$ cat src/inc/fsb_pkg.sv
// constants and types of the fieldbus select and status register bank
package fsb_pkg;
   // object indices; byte address is four times the index
   localparam logic [15:0] FSB_IDX_CTRL = 16'h2102;
   localparam logic [15:0] FSB_IDX_STATUS = 16'h2103;
   localparam logic [15:0] FSB_IDX_SLAVE = 16'h2110;
   localparam logic [15:0] FSB_IDX_CMD_CTRL = 16'h2290;
   localparam logic [15:0] FSB_IDX_CMD_REC = 16'h2291;
   localparam logic [19:0] FSB_ADDR_CTRL = {2'h0, FSB_IDX_CTRL, 2'h0};
   localparam logic [19:0] FSB_ADDR_COUNT = {2'h0, FSB_IDX_STATUS, 2'h0};
   localparam logic [19:0] FSB_ADDR_SLAVE = {2'h0, FSB_IDX_SLAVE, 2'h0};
   localparam logic [19:0] FSB_ADDR_CMD_CTRL = {2'h0, FSB_IDX_CMD_CTRL, 2'h0};
   localparam logic [19:0] FSB_ADDR_REC_COUNT = {2'h0, FSB_IDX_CMD_REC, 2'h0};
   localparam logic [19:0] FSB_ADDR_DIS_MASK = 20'h09000;
   localparam logic [19:0] FSB_ADDR_ENABLED = 20'h09004;
   localparam logic [19:0] FSB_ADDR_IRQ_STAT = 20'h09008;
   localparam logic [19:0] FSB_ADDR_IRQ_MASK = 20'h0900C;
   localparam logic [19:0] FSB_ADDR_REC_BASE = 20'h09010;
   // interface and protocol bit positions
   localparam int FSB_BIT_USB = 0;
   localparam int FSB_BIT_RS485 = 1;
   localparam int FSB_BIT_RS232 = 2;
   localparam int FSB_BIT_CAN = 3;
   localparam int FSB_ETHERNET_IFACE_BIT = 4;
   localparam int FSB_INDUSTRIAL_ETH_SLAVE_BIT = 5;
   localparam int FSB_BIT_SPI = 6;
   localparam int FSB_SERIAL_REGISTER_PROTOCOL_BIT = 16;
   localparam int FSB_TCP_REGISTER_PROTOCOL_BIT = 17;
   localparam int FSB_INDUSTRIAL_IP_PROTOCOL_BIT = 18;
   localparam logic [31:0] FSB_USED_BITS = 32'h0007007F;
   // reset values
   localparam logic [31:0] FSB_CTRL_RST = 32'h00000020;
   localparam logic [7:0] FSB_STATUS_COUNT = 8'h02;
   localparam logic [31:0] FSB_DIS_MASK_RST = 32'h00000000;
   localparam logic [31:0] FSB_ENABLED_RST = 32'h00000020;
   localparam logic [15:0] FSB_SLAVE_RST = 16'h0000;
   localparam logic [7:0] FSB_CMD_CTRL_RST = 8'h01;
   localparam logic [7:0] FSB_REC_COUNT = 8'h04;
   localparam int FSB_CMD_EN_BIT = 0;
   // slave status word fields
   localparam int FSB_SLV_STATE_LSB = 0;
   localparam int FSB_SLV_ERR_BIT = 4;
   localparam int FSB_SLV_SYNC_BIT = 5;
   // interrupt status bits
   localparam int FSB_IRQ_W = 5;
   localparam int FSB_IRQ_STATE = 0;
   localparam int FSB_IRQ_ERR = 1;
   localparam int FSB_IRQ_SYNC = 2;
   localparam int FSB_IRQ_ACTIVE = 3;
   localparam int FSB_IRQ_CMD = 4;
   // input record: 4 entries, entry 3 is the command byte
   localparam int FSB_REC_DEPTH = 4;
   localparam logic [1:0] FSB_REC_CMD_ENTRY = 2'h3;

   typedef enum logic [3:0] {
      FSB_BUS_INIT = 4'h1,
      FSB_BUS_PREOP = 4'h2,
      FSB_BUS_BOOT = 4'h3,
      FSB_BUS_SAFEOP = 4'h4,
      FSB_BUS_OP = 4'h8
   } fsb_bus_state_t;

   typedef enum logic [1:0] {
      FSB_ST_IDLE = 2'b00,
      FSB_ST_WAIT = 2'b01,
      FSB_ST_LOAD = 2'b10
   } fsb_bus_phase_t;
endpackage

$ cat src/inc/fsb_rec_if.sv
// carrier between the bank and its input record memory
`timescale 1ns/100ps
interface fsb_rec_if;
   logic we;
   logic [1:0] waddr;
   logic [31:0] wdata;
   logic [1:0] raddr;
   logic [31:0] rdata;
   modport ctl (output we, output waddr, output wdata, output raddr,
      input rdata);
   modport mem (input we, input waddr, input wdata, input raddr,
      output rdata);
endinterface

$ cat src/core/fsb_bank.sv
// fieldbus select and status register bank with an ahb-lite slave port
`timescale 1ns/100ps
module fsb_bank
   import fsb_pkg::*;
(
   input wire logic sys_clk,
   input wire logic rst_n,
   input wire logic clk_en,
   input wire logic hsel,
   input wire logic [31:0] haddr,
   input wire logic [1:0] htrans,
   input wire logic hwrite,
   input wire logic [2:0] hsize,
   input wire logic [31:0] hwdata,
   input wire logic hready,
   output logic hreadyout,
   output logic hresp,
   output logic [31:0] hrdata,
   input wire logic [31:0] deactivatable_pin,
   input wire logic [31:0] iface_active_pin,
   input wire logic [3:0] slave_bus_state_pin,
   input wire logic slave_err_pin,
   input wire logic slave_sync_pin,
   output logic [31:0] iface_enable,
   output logic drive_command_interface_en,
   output logic cmd_start,
   output logic [7:0] cmd_code,
   output logic irq
);
   // ---------------------------------------------------------------
   // pin synchronisers: first stage feeds only the second stage
   // ---------------------------------------------------------------
   localparam int SYNC_W = 70;
   logic [SYNC_W-1:0] sync_a;
   logic [SYNC_W-1:0] sync_b;
   wire [SYNC_W-1:0] pins_raw = {deactivatable_pin, iface_active_pin,
      slave_bus_state_pin, slave_err_pin, slave_sync_pin};

   always_ff @(posedge sys_clk) begin
      if (!rst_n) begin
         sync_a <= '0;
         sync_b <= '0;
      end else if (clk_en) begin
         sync_a <= pins_raw;
         sync_b <= sync_a;
      end
   end

   wire [31:0] deact_s = sync_b[69:38];
   wire [31:0] active_s = sync_b[37:6];
   wire [3:0] state_s = sync_b[5:2];
   wire err_s = sync_b[1];
   wire sync_s = sync_b[0];

   // ---------------------------------------------------------------
   // bus front end: every transfer takes two wait states so that
   // record reads out of the registered memory line up with the rest
   // ---------------------------------------------------------------
   fsb_bus_phase_t phase;
   fsb_bus_phase_t next_phase;
   logic [19:0] addr_q;
   logic write_q;
   logic addr_ok_q;

   wire take = hsel && htrans[1] && hready && phase == FSB_ST_IDLE;
   wire in_range = haddr[31:20] == 12'h000 && haddr[1:0] == 2'b00;
   wire wr_now = phase == FSB_ST_WAIT && write_q && addr_ok_q;

   always_comb begin
      next_phase = phase;
      unique case (phase)
         FSB_ST_IDLE: begin
            if (take) begin
               next_phase = FSB_ST_WAIT;
            end
         end
         FSB_ST_WAIT: begin
            next_phase = FSB_ST_LOAD;
         end
         FSB_ST_LOAD: begin
            next_phase = FSB_ST_IDLE;
         end
         default: begin
            next_phase = FSB_ST_IDLE;
         end
      endcase
   end

   // address phase capture
   always_ff @(posedge sys_clk) begin
      if (!rst_n) begin
         phase <= FSB_ST_IDLE;
         addr_q <= 20'h00000;
         write_q <= 1'b0;
         addr_ok_q <= 1'b0;
      end else if (clk_en) begin
         phase <= next_phase;
         if (take) begin
            addr_q <= haddr[19:0];
            write_q <= hwrite;
            addr_ok_q <= in_range;
         end
      end
   end

   // ---------------------------------------------------------------
   // address decode
   // ---------------------------------------------------------------
   wire sel_ctrl = addr_q == FSB_ADDR_CTRL;
   wire sel_count = addr_q == FSB_ADDR_COUNT;
   wire sel_dis = addr_q == FSB_ADDR_DIS_MASK;
   wire sel_enabled = addr_q == FSB_ADDR_ENABLED;
   wire sel_slave = addr_q == FSB_ADDR_SLAVE;
   wire sel_cmd_ctrl = addr_q == FSB_ADDR_CMD_CTRL;
   wire sel_rec_cnt = addr_q == FSB_ADDR_REC_COUNT;
   wire sel_irq_stat = addr_q == FSB_ADDR_IRQ_STAT;
   wire sel_irq_mask = addr_q == FSB_ADDR_IRQ_MASK;
   wire sel_rec = addr_q[19:4] == FSB_ADDR_REC_BASE[19:4];
   wire [1:0] rec_entry = addr_q[3:2];

   // ---------------------------------------------------------------
   // registers
   // ---------------------------------------------------------------
   logic [31:0] ctrl;
   logic [31:0] dis_mask;
   logic [31:0] enabled_set;
   logic [15:0] slave_status;
   logic [7:0] cmd_ctrl;
   logic [FSB_IRQ_W-1:0] irq_stat;
   logic [FSB_IRQ_W-1:0] irq_mask;

   // only switchable and existing bits take the written value
   wire [31:0] wr_keep = dis_mask & FSB_USED_BITS;
   wire [31:0] next_ctrl = (hwdata & wr_keep) | (ctrl & ~wr_keep);

   // control word: interfaces in bits 0..6, protocols in 16..18
   always_ff @(posedge sys_clk) begin
      if (!rst_n) begin
         ctrl <= FSB_CTRL_RST;
      end else if (clk_en && wr_now && sel_ctrl) begin
         ctrl <= next_ctrl;
      end
   end

   // read-only status words track the synchronised pins, same layout
   always_ff @(posedge sys_clk) begin
      if (!rst_n) begin
         dis_mask <= FSB_DIS_MASK_RST;
         enabled_set <= FSB_ENABLED_RST;
      end else if (clk_en) begin
         dis_mask <= deact_s & FSB_USED_BITS;
         enabled_set <= active_s & FSB_USED_BITS;
      end
   end

   // unknown bus-state codes are dropped; the field keeps the last legal one
   logic state_legal;
   always_comb begin
      unique case (state_s)
         FSB_BUS_INIT, FSB_BUS_PREOP, FSB_BUS_BOOT,
         FSB_BUS_SAFEOP, FSB_BUS_OP: state_legal = 1'b1;
         default: state_legal = 1'b0;
      endcase
   end

   wire [3:0] next_state_field = state_legal ? state_s :
      slave_status[FSB_SLV_STATE_LSB +: 4];
   wire [15:0] next_slave = {10'h000, sync_s, err_s, next_state_field};

   // slave status word, read only from the bus side
   always_ff @(posedge sys_clk) begin
      if (!rst_n) begin
         slave_status <= FSB_SLAVE_RST;
      end else if (clk_en) begin
         slave_status <= next_slave;
      end
   end

   // command interface control byte, bit 0 enables the interface
   always_ff @(posedge sys_clk) begin
      if (!rst_n) begin
         cmd_ctrl <= FSB_CMD_CTRL_RST;
      end else if (clk_en && wr_now && sel_cmd_ctrl) begin
         cmd_ctrl <= hwdata[7:0];
      end
   end

   // ---------------------------------------------------------------
   // input record memory
   // ---------------------------------------------------------------
   fsb_rec_if rec ();

   // record writes are only taken while the command interface is on
   wire rec_we = wr_now && sel_rec && cmd_ctrl[FSB_CMD_EN_BIT];
   assign rec.we = rec_we;
   assign rec.waddr = rec_entry;
   assign rec.wdata = hwdata;
   assign rec.raddr = rec_entry;

   fsb_rec_mem u_rec (
      .sys_clk(sys_clk),
      .rst_n(rst_n),
      .clk_en(clk_en),
      .rec(rec.mem)
   );

   wire cmd_write = rec_we && rec_entry == FSB_REC_CMD_ENTRY;

   // command strobe and code handed to the drive logic
   always_ff @(posedge sys_clk) begin
      if (!rst_n) begin
         cmd_start <= 1'b0;
         cmd_code <= 8'h00;
      end else if (clk_en) begin
         cmd_start <= cmd_write;
         if (cmd_write) begin
            cmd_code <= hwdata[7:0];
         end
      end
   end

   // ---------------------------------------------------------------
   // events and interrupt
   // ---------------------------------------------------------------
   wire [3:0] state_field = slave_status[FSB_SLV_STATE_LSB +: 4];
   wire ev_state = next_state_field != state_field;
   wire ev_err = err_s && !slave_status[FSB_SLV_ERR_BIT];
   wire ev_sync = sync_s != slave_status[FSB_SLV_SYNC_BIT];
   wire ev_active = (active_s & FSB_USED_BITS) != enabled_set;
   wire [FSB_IRQ_W-1:0] events = {cmd_write, ev_active, ev_sync, ev_err,
      ev_state};
   wire [FSB_IRQ_W-1:0] w1c = (wr_now && sel_irq_stat) ?
      hwdata[FSB_IRQ_W-1:0] : '0;
   // a new event beats a clear in the same cycle
   wire [FSB_IRQ_W-1:0] next_irq_stat = (irq_stat & ~w1c) | events;

   always_ff @(posedge sys_clk) begin
      if (!rst_n) begin
         irq_stat <= '0;
         irq_mask <= '0;
         irq <= 1'b0;
      end else if (clk_en) begin
         irq_stat <= next_irq_stat;
         if (wr_now && sel_irq_mask) begin
            irq_mask <= hwdata[FSB_IRQ_W-1:0];
         end
         irq <= |(next_irq_stat & irq_mask);
      end
   end

   // ---------------------------------------------------------------
   // read mux; unmapped words read zero with an okay answer
   // ---------------------------------------------------------------
   wire [31:0] rd_ctrl = sel_ctrl ? ctrl : 32'h00000000;
   wire [31:0] rd_count = sel_count ? {24'h000000, FSB_STATUS_COUNT} :
      32'h00000000;
   wire [31:0] rd_dis = sel_dis ? dis_mask : 32'h00000000;
   wire [31:0] rd_en = sel_enabled ? enabled_set : 32'h00000000;
   wire [31:0] rd_slave = sel_slave ? {16'h0000, slave_status} :
      32'h00000000;
   wire [31:0] rd_cmd = sel_cmd_ctrl ? {24'h000000, cmd_ctrl} :
      32'h00000000;
   wire [31:0] rd_rcnt = sel_rec_cnt ? {24'h000000, FSB_REC_COUNT} :
      32'h00000000;
   wire [31:0] rd_ist = sel_irq_stat ? {27'h0000000, irq_stat} :
      32'h00000000;
   wire [31:0] rd_imk = sel_irq_mask ? {27'h0000000, irq_mask} :
      32'h00000000;
   wire [31:0] rd_rec = sel_rec ? rec.rdata : 32'h00000000;
   wire [31:0] rd_any = rd_ctrl | rd_count | rd_dis | rd_en | rd_slave |
      rd_cmd | rd_rcnt | rd_ist | rd_imk | rd_rec;
   wire [31:0] rd_word = (addr_ok_q && !write_q) ? rd_any : 32'h00000000;

   // response flops; hrdata loads as the final wait state ends
   always_ff @(posedge sys_clk) begin
      if (!rst_n) begin
         hreadyout <= 1'b1;
         hresp <= 1'b0;
         hrdata <= 32'h00000000;
      end else if (clk_en) begin
         hresp <= 1'b0;
         if (take) begin
            hreadyout <= 1'b0;
         end else if (phase == FSB_ST_LOAD) begin
            hreadyout <= 1'b1;
            hrdata <= rd_word;
         end
      end
   end

   // enables driven to the interface blocks
   always_ff @(posedge sys_clk) begin
      if (!rst_n) begin
         iface_enable <= FSB_CTRL_RST;
         drive_command_interface_en <= FSB_CMD_CTRL_RST[FSB_CMD_EN_BIT];
      end else if (clk_en) begin
         iface_enable <= ctrl & FSB_USED_BITS;
         drive_command_interface_en <= cmd_ctrl[FSB_CMD_EN_BIT];
      end
   end

   // hsize is accepted for word transfers only; narrower ones act as words
   wire unused_size = ^hsize;
endmodule // fsb_bank

$ cat src/core/fsb_rec_mem.sv
// input record store of the drive command interface
`timescale 1ns/100ps
module fsb_rec_mem
   import fsb_pkg::*;
(
   input wire logic sys_clk,
   input wire logic rst_n,
   input wire logic clk_en,
   fsb_rec_if.mem rec
);
   logic [31:0] store [FSB_REC_DEPTH];
   logic [31:0] rdata_q;

   // entries clear on reset so a fresh record never carries old targets
   genvar g;
   for (g = 0; g < FSB_REC_DEPTH; g++) begin : g_ent
      always_ff @(posedge sys_clk) begin
         if (!rst_n) begin
            store[g] <= 32'h00000000;
         end else if (clk_en && rec.we && rec.waddr == 2'(g)) begin
            store[g] <= rec.wdata;
         end
      end
   end

   // registered read port, one cycle behind the address
   always_ff @(posedge sys_clk) begin
      if (!rst_n) begin
         rdata_q <= 32'h00000000;
      end else if (clk_en) begin
         rdata_q <= store[rec.raddr];
      end
   end

   assign rec.rdata = rdata_q;
endmodule // fsb_rec_mem

$ cat config.mk
export PLATFORM = sky130hd
export DESIGN_NAME = fsb_bank
export DESIGN_NICKNAME = d
export VERILOG_FILES = /design/src/inc/fsb_pkg.sv /design/src/inc/fsb_rec_if.sv /design/src/core/fsb_bank.sv /design/src/core/fsb_rec_mem.sv
export SDC_FILE = /design/constraint.sdc
export NUM_CORES = 1
export LEC_CHECK = 0
export ABC_AREA = 1
export BUFFER_PORTS_ARGS = -buffer_cell sky130_fd_sc_hd__buf_2
export CAP_MARGIN = 20
export CORE_AREA = 2 2 156 158
export CTS_BUF_LIST = sky130_fd_sc_hd__clkbuf_4 sky130_fd_sc_hd__clkbuf_8
export DETAILED_ROUTE_END_ITERATION = 8
export DIE_AREA = 0 0 158 160
export GPL_ROUTABILITY_DRIVEN = 1
export HOLD_SLACK_MARGIN = 0.15
export PLACE_DENSITY = 0.86
export SYNTH_ARGS = -nofsm -noshare
export SYNTH_HDL_FRONTEND = slang
export SYNTH_SLANG_ARGS = --single-unit
$ cat constraint.sdc
create_clock -name sys_clk -period 4.6 [get_ports sys_clk]
set_clock_uncertainty 0.15 [all_clocks]
set_input_delay 0.46 -clock sys_clk [delete_from_list [all_inputs] [get_ports sys_clk]]
set_output_delay 0.46 -clock sys_clk [all_outputs]
set_load 0.1 [all_outputs]
# After elaboration in Yosys (flattened, before gate mapping)
# Memory sizes are Yosys's and may differ from the RTL's. A register that Yosys moved wholly into a read port is not among the register bits.
# Index checks and enable logic that the tools add are counted.
# classes
bitwise_logic	22
eq_ne	24
muxes	35
reduce_logical	37
# op_table
operator	count
2-to-1 mux 32 bit	7
equality test 20 x 16 -> 1 bit (second input constant)	9
OR 32 x 19 -> 32 bit	2
OR 32 bit	2
OR 32 x 5 -> 32 bit	2
2-to-1 mux 19 bit	2
bitwise AND 32 x 19 -> 32 bit	1
bitwise AND 32 bit	1
inverter 19 -> 32 bit	1
OR 32 x 2 -> 32 bit	1
OR 32 x 3 -> 32 bit	1
OR 32 x 6 -> 32 bit	1
OR 32 x 8 -> 32 bit	1
logical AND 1 bit	21
equality test 16 x 12 -> 1 bit (second input constant)	1
2-to-1 mux 1 bit	16
2-to-1 mux 5 bit	3
zero test 12 bit	1
bitwise AND 5 bit	2
inequality test 10 bit	1
AND reduction 2 bit	5
OR reduction 5 bit	2
equality test 4 x 2 -> 1 bit (second input constant)	2
2-to-1 mux 8 bit	1
other kinds (21)	32
# word_totals
ramBits	128
inputBits	145
n_memories	1
reg_bits	268
out_inout_bits	77
wordCells	139
# memory_table
name	depth	word_bits	rd	rd_clocked_by_memory_dff	write_ports	line	rtl
u_rec.store	4	32	1	1	4	fsb_rec_mem.sv:11	logic [31:0] store [FSB_REC_DEPTH];

# Logic depth before layout (Yosys ltp)
# Gate-level depths: netlist of the first run.
# logic_depth
ltp_word	12
mapped_depth	14

# Cells and area by module
# Synthesis of the first run repeated with hierarchy kept, for this count alone.
# unflattened
hier_cells	1654
hier_area_um2	14219.9
# modules_own_cells
mod	cells_each	area_each_um2	instances
fsb_bank	989	7588.5	1
fsb_rec_mem	665	6631.4	1

# Worst setup path before layout of the first run
# No wires, ideal clock.
# synth_path
path_kind	reg-to-reg
from	reg addr_q[17]
to	mem u_rec.store[0][0] (enable)
n_path_buf	0
setup_time_ns	0.470
synth_period_minus_slack_ns	4.196
required_ns	3.980
stages_incl_launch_ff	8
setup_slack_ns	0.404
arrival_time_ns	3.576
cell_sequence	dfxtp_1 > nor2_2 > nand2_1 > nor2_4 > nand3_2 > nor3_4 > nand2_2 > o31ai_1
# synth_rtl
item	line	rtl
start: declaration	fsb_bank.sv:61	logic [19:0] addr_q;
start signal: assignment	fsb_bank.sv:99	addr_q <= haddr[19:0];
end: declaration	fsb_rec_mem.sv:11	

==> results of run 1 <==
final cells by class:
class	count	share of cell area [%]
Timing Repair Buffer	245	10.3
Sequential cell	344	50.0
Tap cell	324	2.48
Clock inverter	6	0.284
Multi-Input combinational cell	817	26.4
Clock buffer	87	6.42
Inverter	177	4.07
through the flow:
stage | instances | util, % | power, W | area (um^2)
4_1_cts | 2000 | 68.5 | 0.00634 | 16300
6_report | 2000 | 68.5 | 0.00637 | 16300
5_1_grt | 2000 | 68.5 | 0.00654 | 16300
2_1_floorplan | 1439 | - | 0.00365 | 13600
3_5_place_dp | 1832 | 60.8 | 0.00377 | 14500
3_3_place_gp | 1831 | 60.7 | 0.00375 | 14500
cells by family (layout without fill, tap and decap cells):
group	Yosys count	after routing	share of synthesized area (%)
compound gates	345	345	16.8
simple gates	445	445	13.9
other cells	1	23	0.0278
buf+inv	278	515	8.52
flops	344	344	60.5
xor+xnor	4	4	0.259
worst max path at each step:
stage | to | slack, ns | depth (start not counted)
final | u_rec.store[3][17] | 1.56 | 8
after detailed placement | sync_a[41] | 1.26 | 6
after CTS | u_rec.store[3][4] | 1.70 | 8
after floorplan | u_rec.store[0][0] | 0.40 | 7
after global routing | flip-flop | 1.48 | 10
after global placement | sync_a[56] | 1.29 | 6
report_power, final:
group          total [W]  switching (W)  internal, W
Combinational   0.000484       0.000336     0.000149
Sequential       0.00329      0.0000483      0.00325
Clock            0.00259        0.00116      0.00143
Total            0.00637        0.00154      0.00483
registers in the layout (all words and copies together), names as in the netlist, 6 cells and up, named ones only:
name,count
u_rec.rec.rdata,32
sync_a,26
u_rec.store,128
cmd_code,8
slave_status,6
enabled_set,10
sync_b,26
dis_mask,10
addr_q,20
hrdata,32
iface_enable,10
cmd_ctrl,8
timing repair:
action / 4_1_cts / 5_1_grt
endpoints found under the hold margin: 145 / 0
hold buffers: 75 / 0
gates resized for setup: 0 / 0
cell usage after synthesis (13+ instances only):
cell type and count:
nand3_1 45, edfxtp_1 128, buf_4 24, nand4_1 13, clkbuf_1 60, dfxtp_1 216, o21ai_0 101, nand2_1 164
a21oi_1 27, a22oi_1 39, a32o_1 21, o22ai_1 77, inv_1 167, a41oi_1 26, nor2_1 191
worst max-delay path, cell delays in order, from the launching register on:
cell	delay, ns
dfxtp_1	0.34
nor2_2	0.16
nand2_1	0.14
nor2_4	0.16
nand3_2	0.25
nor3_4	0.30
nand2_2	0.20
o21ai_4	0.46
buf_4	0.49
cell usage in the layout (no fill, tap or decap), types with 39 or more instances in the layout:
cell type,instances
a22oi_1,39
buf_2,150
clkbuf_8,63
dfxtp_1,215
dlygate4sd3_1,75
edfxtp_1,128
inv_1,167
nand2_1,163
nand3_1,45
nor2_1,191
o21ai_0,99
o22ai_1,77
metal layers:
| metal | vias to the layer above | GRT usage, % |
|---|---|---|
| li1 | 5283 | - |
| met1 | 5524 | 37.0 |
| met2 | 718 | 49.6 |
| met3 | 187 | 5.45 |
| met4 | 0 | 16.9 |
| met5 | - | 0 |
==> flow_summary.toml, run 1 <==
[clocking]
cts_root_buffer = "clkbuf_8"
clk_latency_ns = 0.60
clock_sinks = 344
cts_tree = "done"
cts-buffers-inserted = 51
cts_htree_levels = 2
post_cts_buffers = 0
cts_buffer_depth = 3
cts.clk_slew.worst_paths_ns = 0.07

[hold_path]
hold_depth = 3
hold_class = "in -> reg"
min-delay-start = "hwdata[5]"
hold_path_end = "u_rec.store[3][5]"

[synth]
netlist_area_mm2 = 0.0135
post_synth.cell_area_avg_um2 = 9.53
yosys.area.top_type_share_pct = 32.0
ys.warnings.count = 0
ys_ff_latch = 344
netlist_top_cells_area = "dfxtp_1, edfxtp_1, nor2_1, inv_1, nand2_1"
yosys.area.top_type = "dfxtp_1"
synth_edf_count = 128
ys.flop_type = "dfxtp_1"
ys_seq_area_share_pct = 60.5
ys_types = 45
syn_inst = 1417
async_flop_share_pct = 0

[timing]
fin_hold_ws_ns = 0.198
fin_crit_sh_pct = 66.1
slew_viol_final = 0
relSlewSlack_pct = 33.6
max_freq_mhz = 329
setup_violations = 0
setup_slack_ns = 1.56
rsz0062_at_grt = "no"
finalHoldViolCount = 0
tightest_slew_ns = 0.995
final.setup.tns_ns = 0
fin_crit_ns = 3.04

[place]
dp_slack_ns = 1.26
dp.final_hpwl_um = 22400
numPortBuffers = 150
gp_congestion = 0.936

[layout]
fin_nets = 1781
drive_gt1_share_pct = 17.8
area_delta_synth_final_pct = 20.8
antenna_cells = 0
regArea_mm2 = 0.00817
fillers = 1658
multi_input_area_mm2 = 0.00431

[floorplanning]
initial_core_util_pct = 56.7
core_area_mm2 = 0.0238
die_h_um = 160
io_pins = 222
row_count = 57
die_w_um = 158
dieArea_mm2 = 0.0253

[grt]
grt_pass1_vias = 11851
track_usage_pct = 30.0
grt_pass1_wl_um = 59600
grt_max_degree = 70
overflow = 0
antenna_found_initial = 0

[routing]
wire_per_inst_um = 19.4
drt_first_iter_violations = 1325
detail-route-antenna-nets = 0
wl_um = 38700
vias = 11712
dr_wl_met3_um = 3640
route.met2.wl_um = 18700
drc = 0
routed_via_density = 5.86
wl_met1_um = 14400
first_pass_iters = 7
top_layer = "met4"

[run_status]
outcome = "finished clean"

[critical_path]
crit_fanout = 31
crit_required_ns = 4.67
critical_path_class = "reg -> reg"
reg2reg_depth = 8
reg2reg_slack_ns = 1.56
cp-start-kind = "flip-flop"
end_kind = "flip-flop"
crit_start = "addr_q[19]"
crit_arrival_ns = 3.11
reg2reg_from = "addr_q[19]"
r2r-end = "u_rec.store[3][17]"

[flow_run]
maxCapViolCount = 0

[pwr]
ir_drop_mv = 0.219
leakagePower_nw = 6.51
power_density_mw_per_mm2 = 390
Power figures use the tool's default switching activity.
==> inputs of run 2 (changes only) <==
- clock period: 4.6 -> 3.03 ns (I/O delays scaled with it)
==> flow_summary.toml, run 2 (same netlist as run 1, synthesis figures left out) <==
[clocking]
cts.clk_slew.worst_paths_ns = 0.07
cts_buffer_depth = 3
cts_htree_levels = 2
clk_latency_ns = 0.61
post_cts_buffers = 0
cts-buffers-inserted = 52
clock_sinks = 344
cts_root_buffer = "clkbuf_8"
cts_tree = "done"

[timing]
rsz0062_at_grt = "no"
fin_crit_ns = 2.66
tightest_slew_ns = 1.02
fin_crit_sh_pct = 87.6
max_freq_mhz = 377
relSlewSlack_pct = 32.2
setup_slack_ns = 0.375
slew_viol_final = 0
finalHoldViolCount = 0
fin_hold_ws_ns = 0.287
setup_violations = 0

[routing]
routed_via_density = 5.81
first_pass_iters = 8
wl_um = 38900
vias = 11757
drc = 0
drt_first_iter_violations = 1486
detail-route-antenna-nets = 0
wire_per_inst_um = 19.2

[floorplanning]
dieArea_mm2 = 0.0253
die_w_um = 158
row_count = 57
die_h_um = 160
core_area_mm2 = 0.0238
initial_core_util_pct = 56.7
io_pins = 222

[pwr]
ir_drop_mv = 0.396
power_density_mw_per_mm2 = 605
leakagePower_nw = 6.67

[critical_path]
cp-start-kind = "flip-flop"
crit_arrival_ns = 2.95
worst-path-buf-inv = 1
cp_top_family = "simple AND/OR/NAND/NOR gates"
crit_path_max_incr_delay_ns = 0.50
crit_path_top_delay_cell = "nand3_1"
worstPathCellList = "nor2_2 > nand2_1 > nor2_4 > nand3_2 > nor3_4 > nand3_1 > buf_12 > nor2_1"
crit_fanout = 33
critical_path_class = "reg -> reg"
crit_required_ns = 3.33
end_kind = "flip-flop"

[place]
numPortBuffers = 150
dp.final_hpwl_um = 22600
dp_slack_ns = 0.461
gp_congestion = 0.924
place_inst = 1841

[run_status]
outcome = "finished clean"

[layout]
fin_nets = 1801
regMostFlops = "u_rec.store"
finish.utilization_pct = 69.9
instances_no_fill = 2023
final_common_cell = "dfxtp_1"
area_delta_synth_final_pct = 23.2
drive_gt1_share_pct = 18.2
largest_reg_flops = 128
layout_common_cells = "dfxtp_1, nor2_1, inv_1"
antenna_cells = 0

[flow_run]
maxCapViolCount = 0

[grt]
antenna_found_initial = 0
overflow = 0
track_usage_pct = 30.3
grt_pass1_vias = 11688
grt_pass1_wl_um = 59800
grt_max_degree = 71

[hold_path]
hold_class = "in -> reg"
[run 2: changes by cell type in the layout (fill, tap and decap cells not counted), moves of 2 or more]
cell,previous run,this run
bufinv_16,0,3
clkbuf_4,24,21
buf_12,1,6
dlygate4sd3_1,75,85
buf_4,18,23
clkbuf_8,63,65
[run 2: report_power, final]
| part | internal (W) | switching, W | total, W |
|---|---|---|---|
| sequential | 0.00493 | 0.0000683 | 0.00499 |
| clock | 0.00247 | 0.00185 | 0.00431 |
| combinational | 0.000243 | 0.000518 | 0.000761 |
| total | 0.00763 | 0.00243 | 0.0101 |
[run 2: path summary, 6_finish.rpt]
kind / from / to / slack, ns / cells after the start
setup / recovery: addr_q[17] / u_rec.store[3][20] / 0.37 / 8
hold / removal: deactivatable_pin[2] / sync_a[40] / 0.29 / 4
setup reg to reg: addr_q[17] / u_rec.store[3][20] / 0.37 / 8
hold reg to reg: dis_mask[4] / flip-flop / 0.30 / 1
[run 2: cell type report]
cell class,count,area (um^2)
clock inverters,11,158
flip-flops and latches,344,8170
fillers,1624,7170
clock buffers,86,1050
multi-input cells,817,4310
inverters,177,664
repair buffers,264,1890
well taps,324,405
[run 2: stage by stage]
stage | power [W] | setup TNS (ns) | instance area [um^2]
6_report | 0.0101 | 0 | 16600
5_1_grt | 0.0103 | 0 | 16600
4_1_cts | 0.0100 | 0 | 16600
3_5_place_dp | 0.00574 | 0 | 14600
3_3_place_gp | 0.00571 | 0 | 14600
2_1_floorplan | 0.00554 | -16.46 | 13600
[run 2: metal layers]
layer	part of all wire (%)	routed length, um	global-route usage (%)
met5	0	0	0
met4	4.6	1800	16.7
met3	10	4040	5.54
met2	48	18800	49.7
met1	37	14300	37.9
[run 2: tightest hold or removal path, stage by stage]
cell           delay [ns]
dlygate4sd3_1        0.52
buf_2                0.09
nand2_1              0.04
o21ai_0              0.05
[run 2: timing repair]
| item | CTS | global route |
|---|---|---|
| setup endpoints to repair | 0 | 0 |
| gates resized for setup | 0 | 0 |
| hold buffers | 85 | 0 |
| hold endpoints to repair | 240 | 0 |
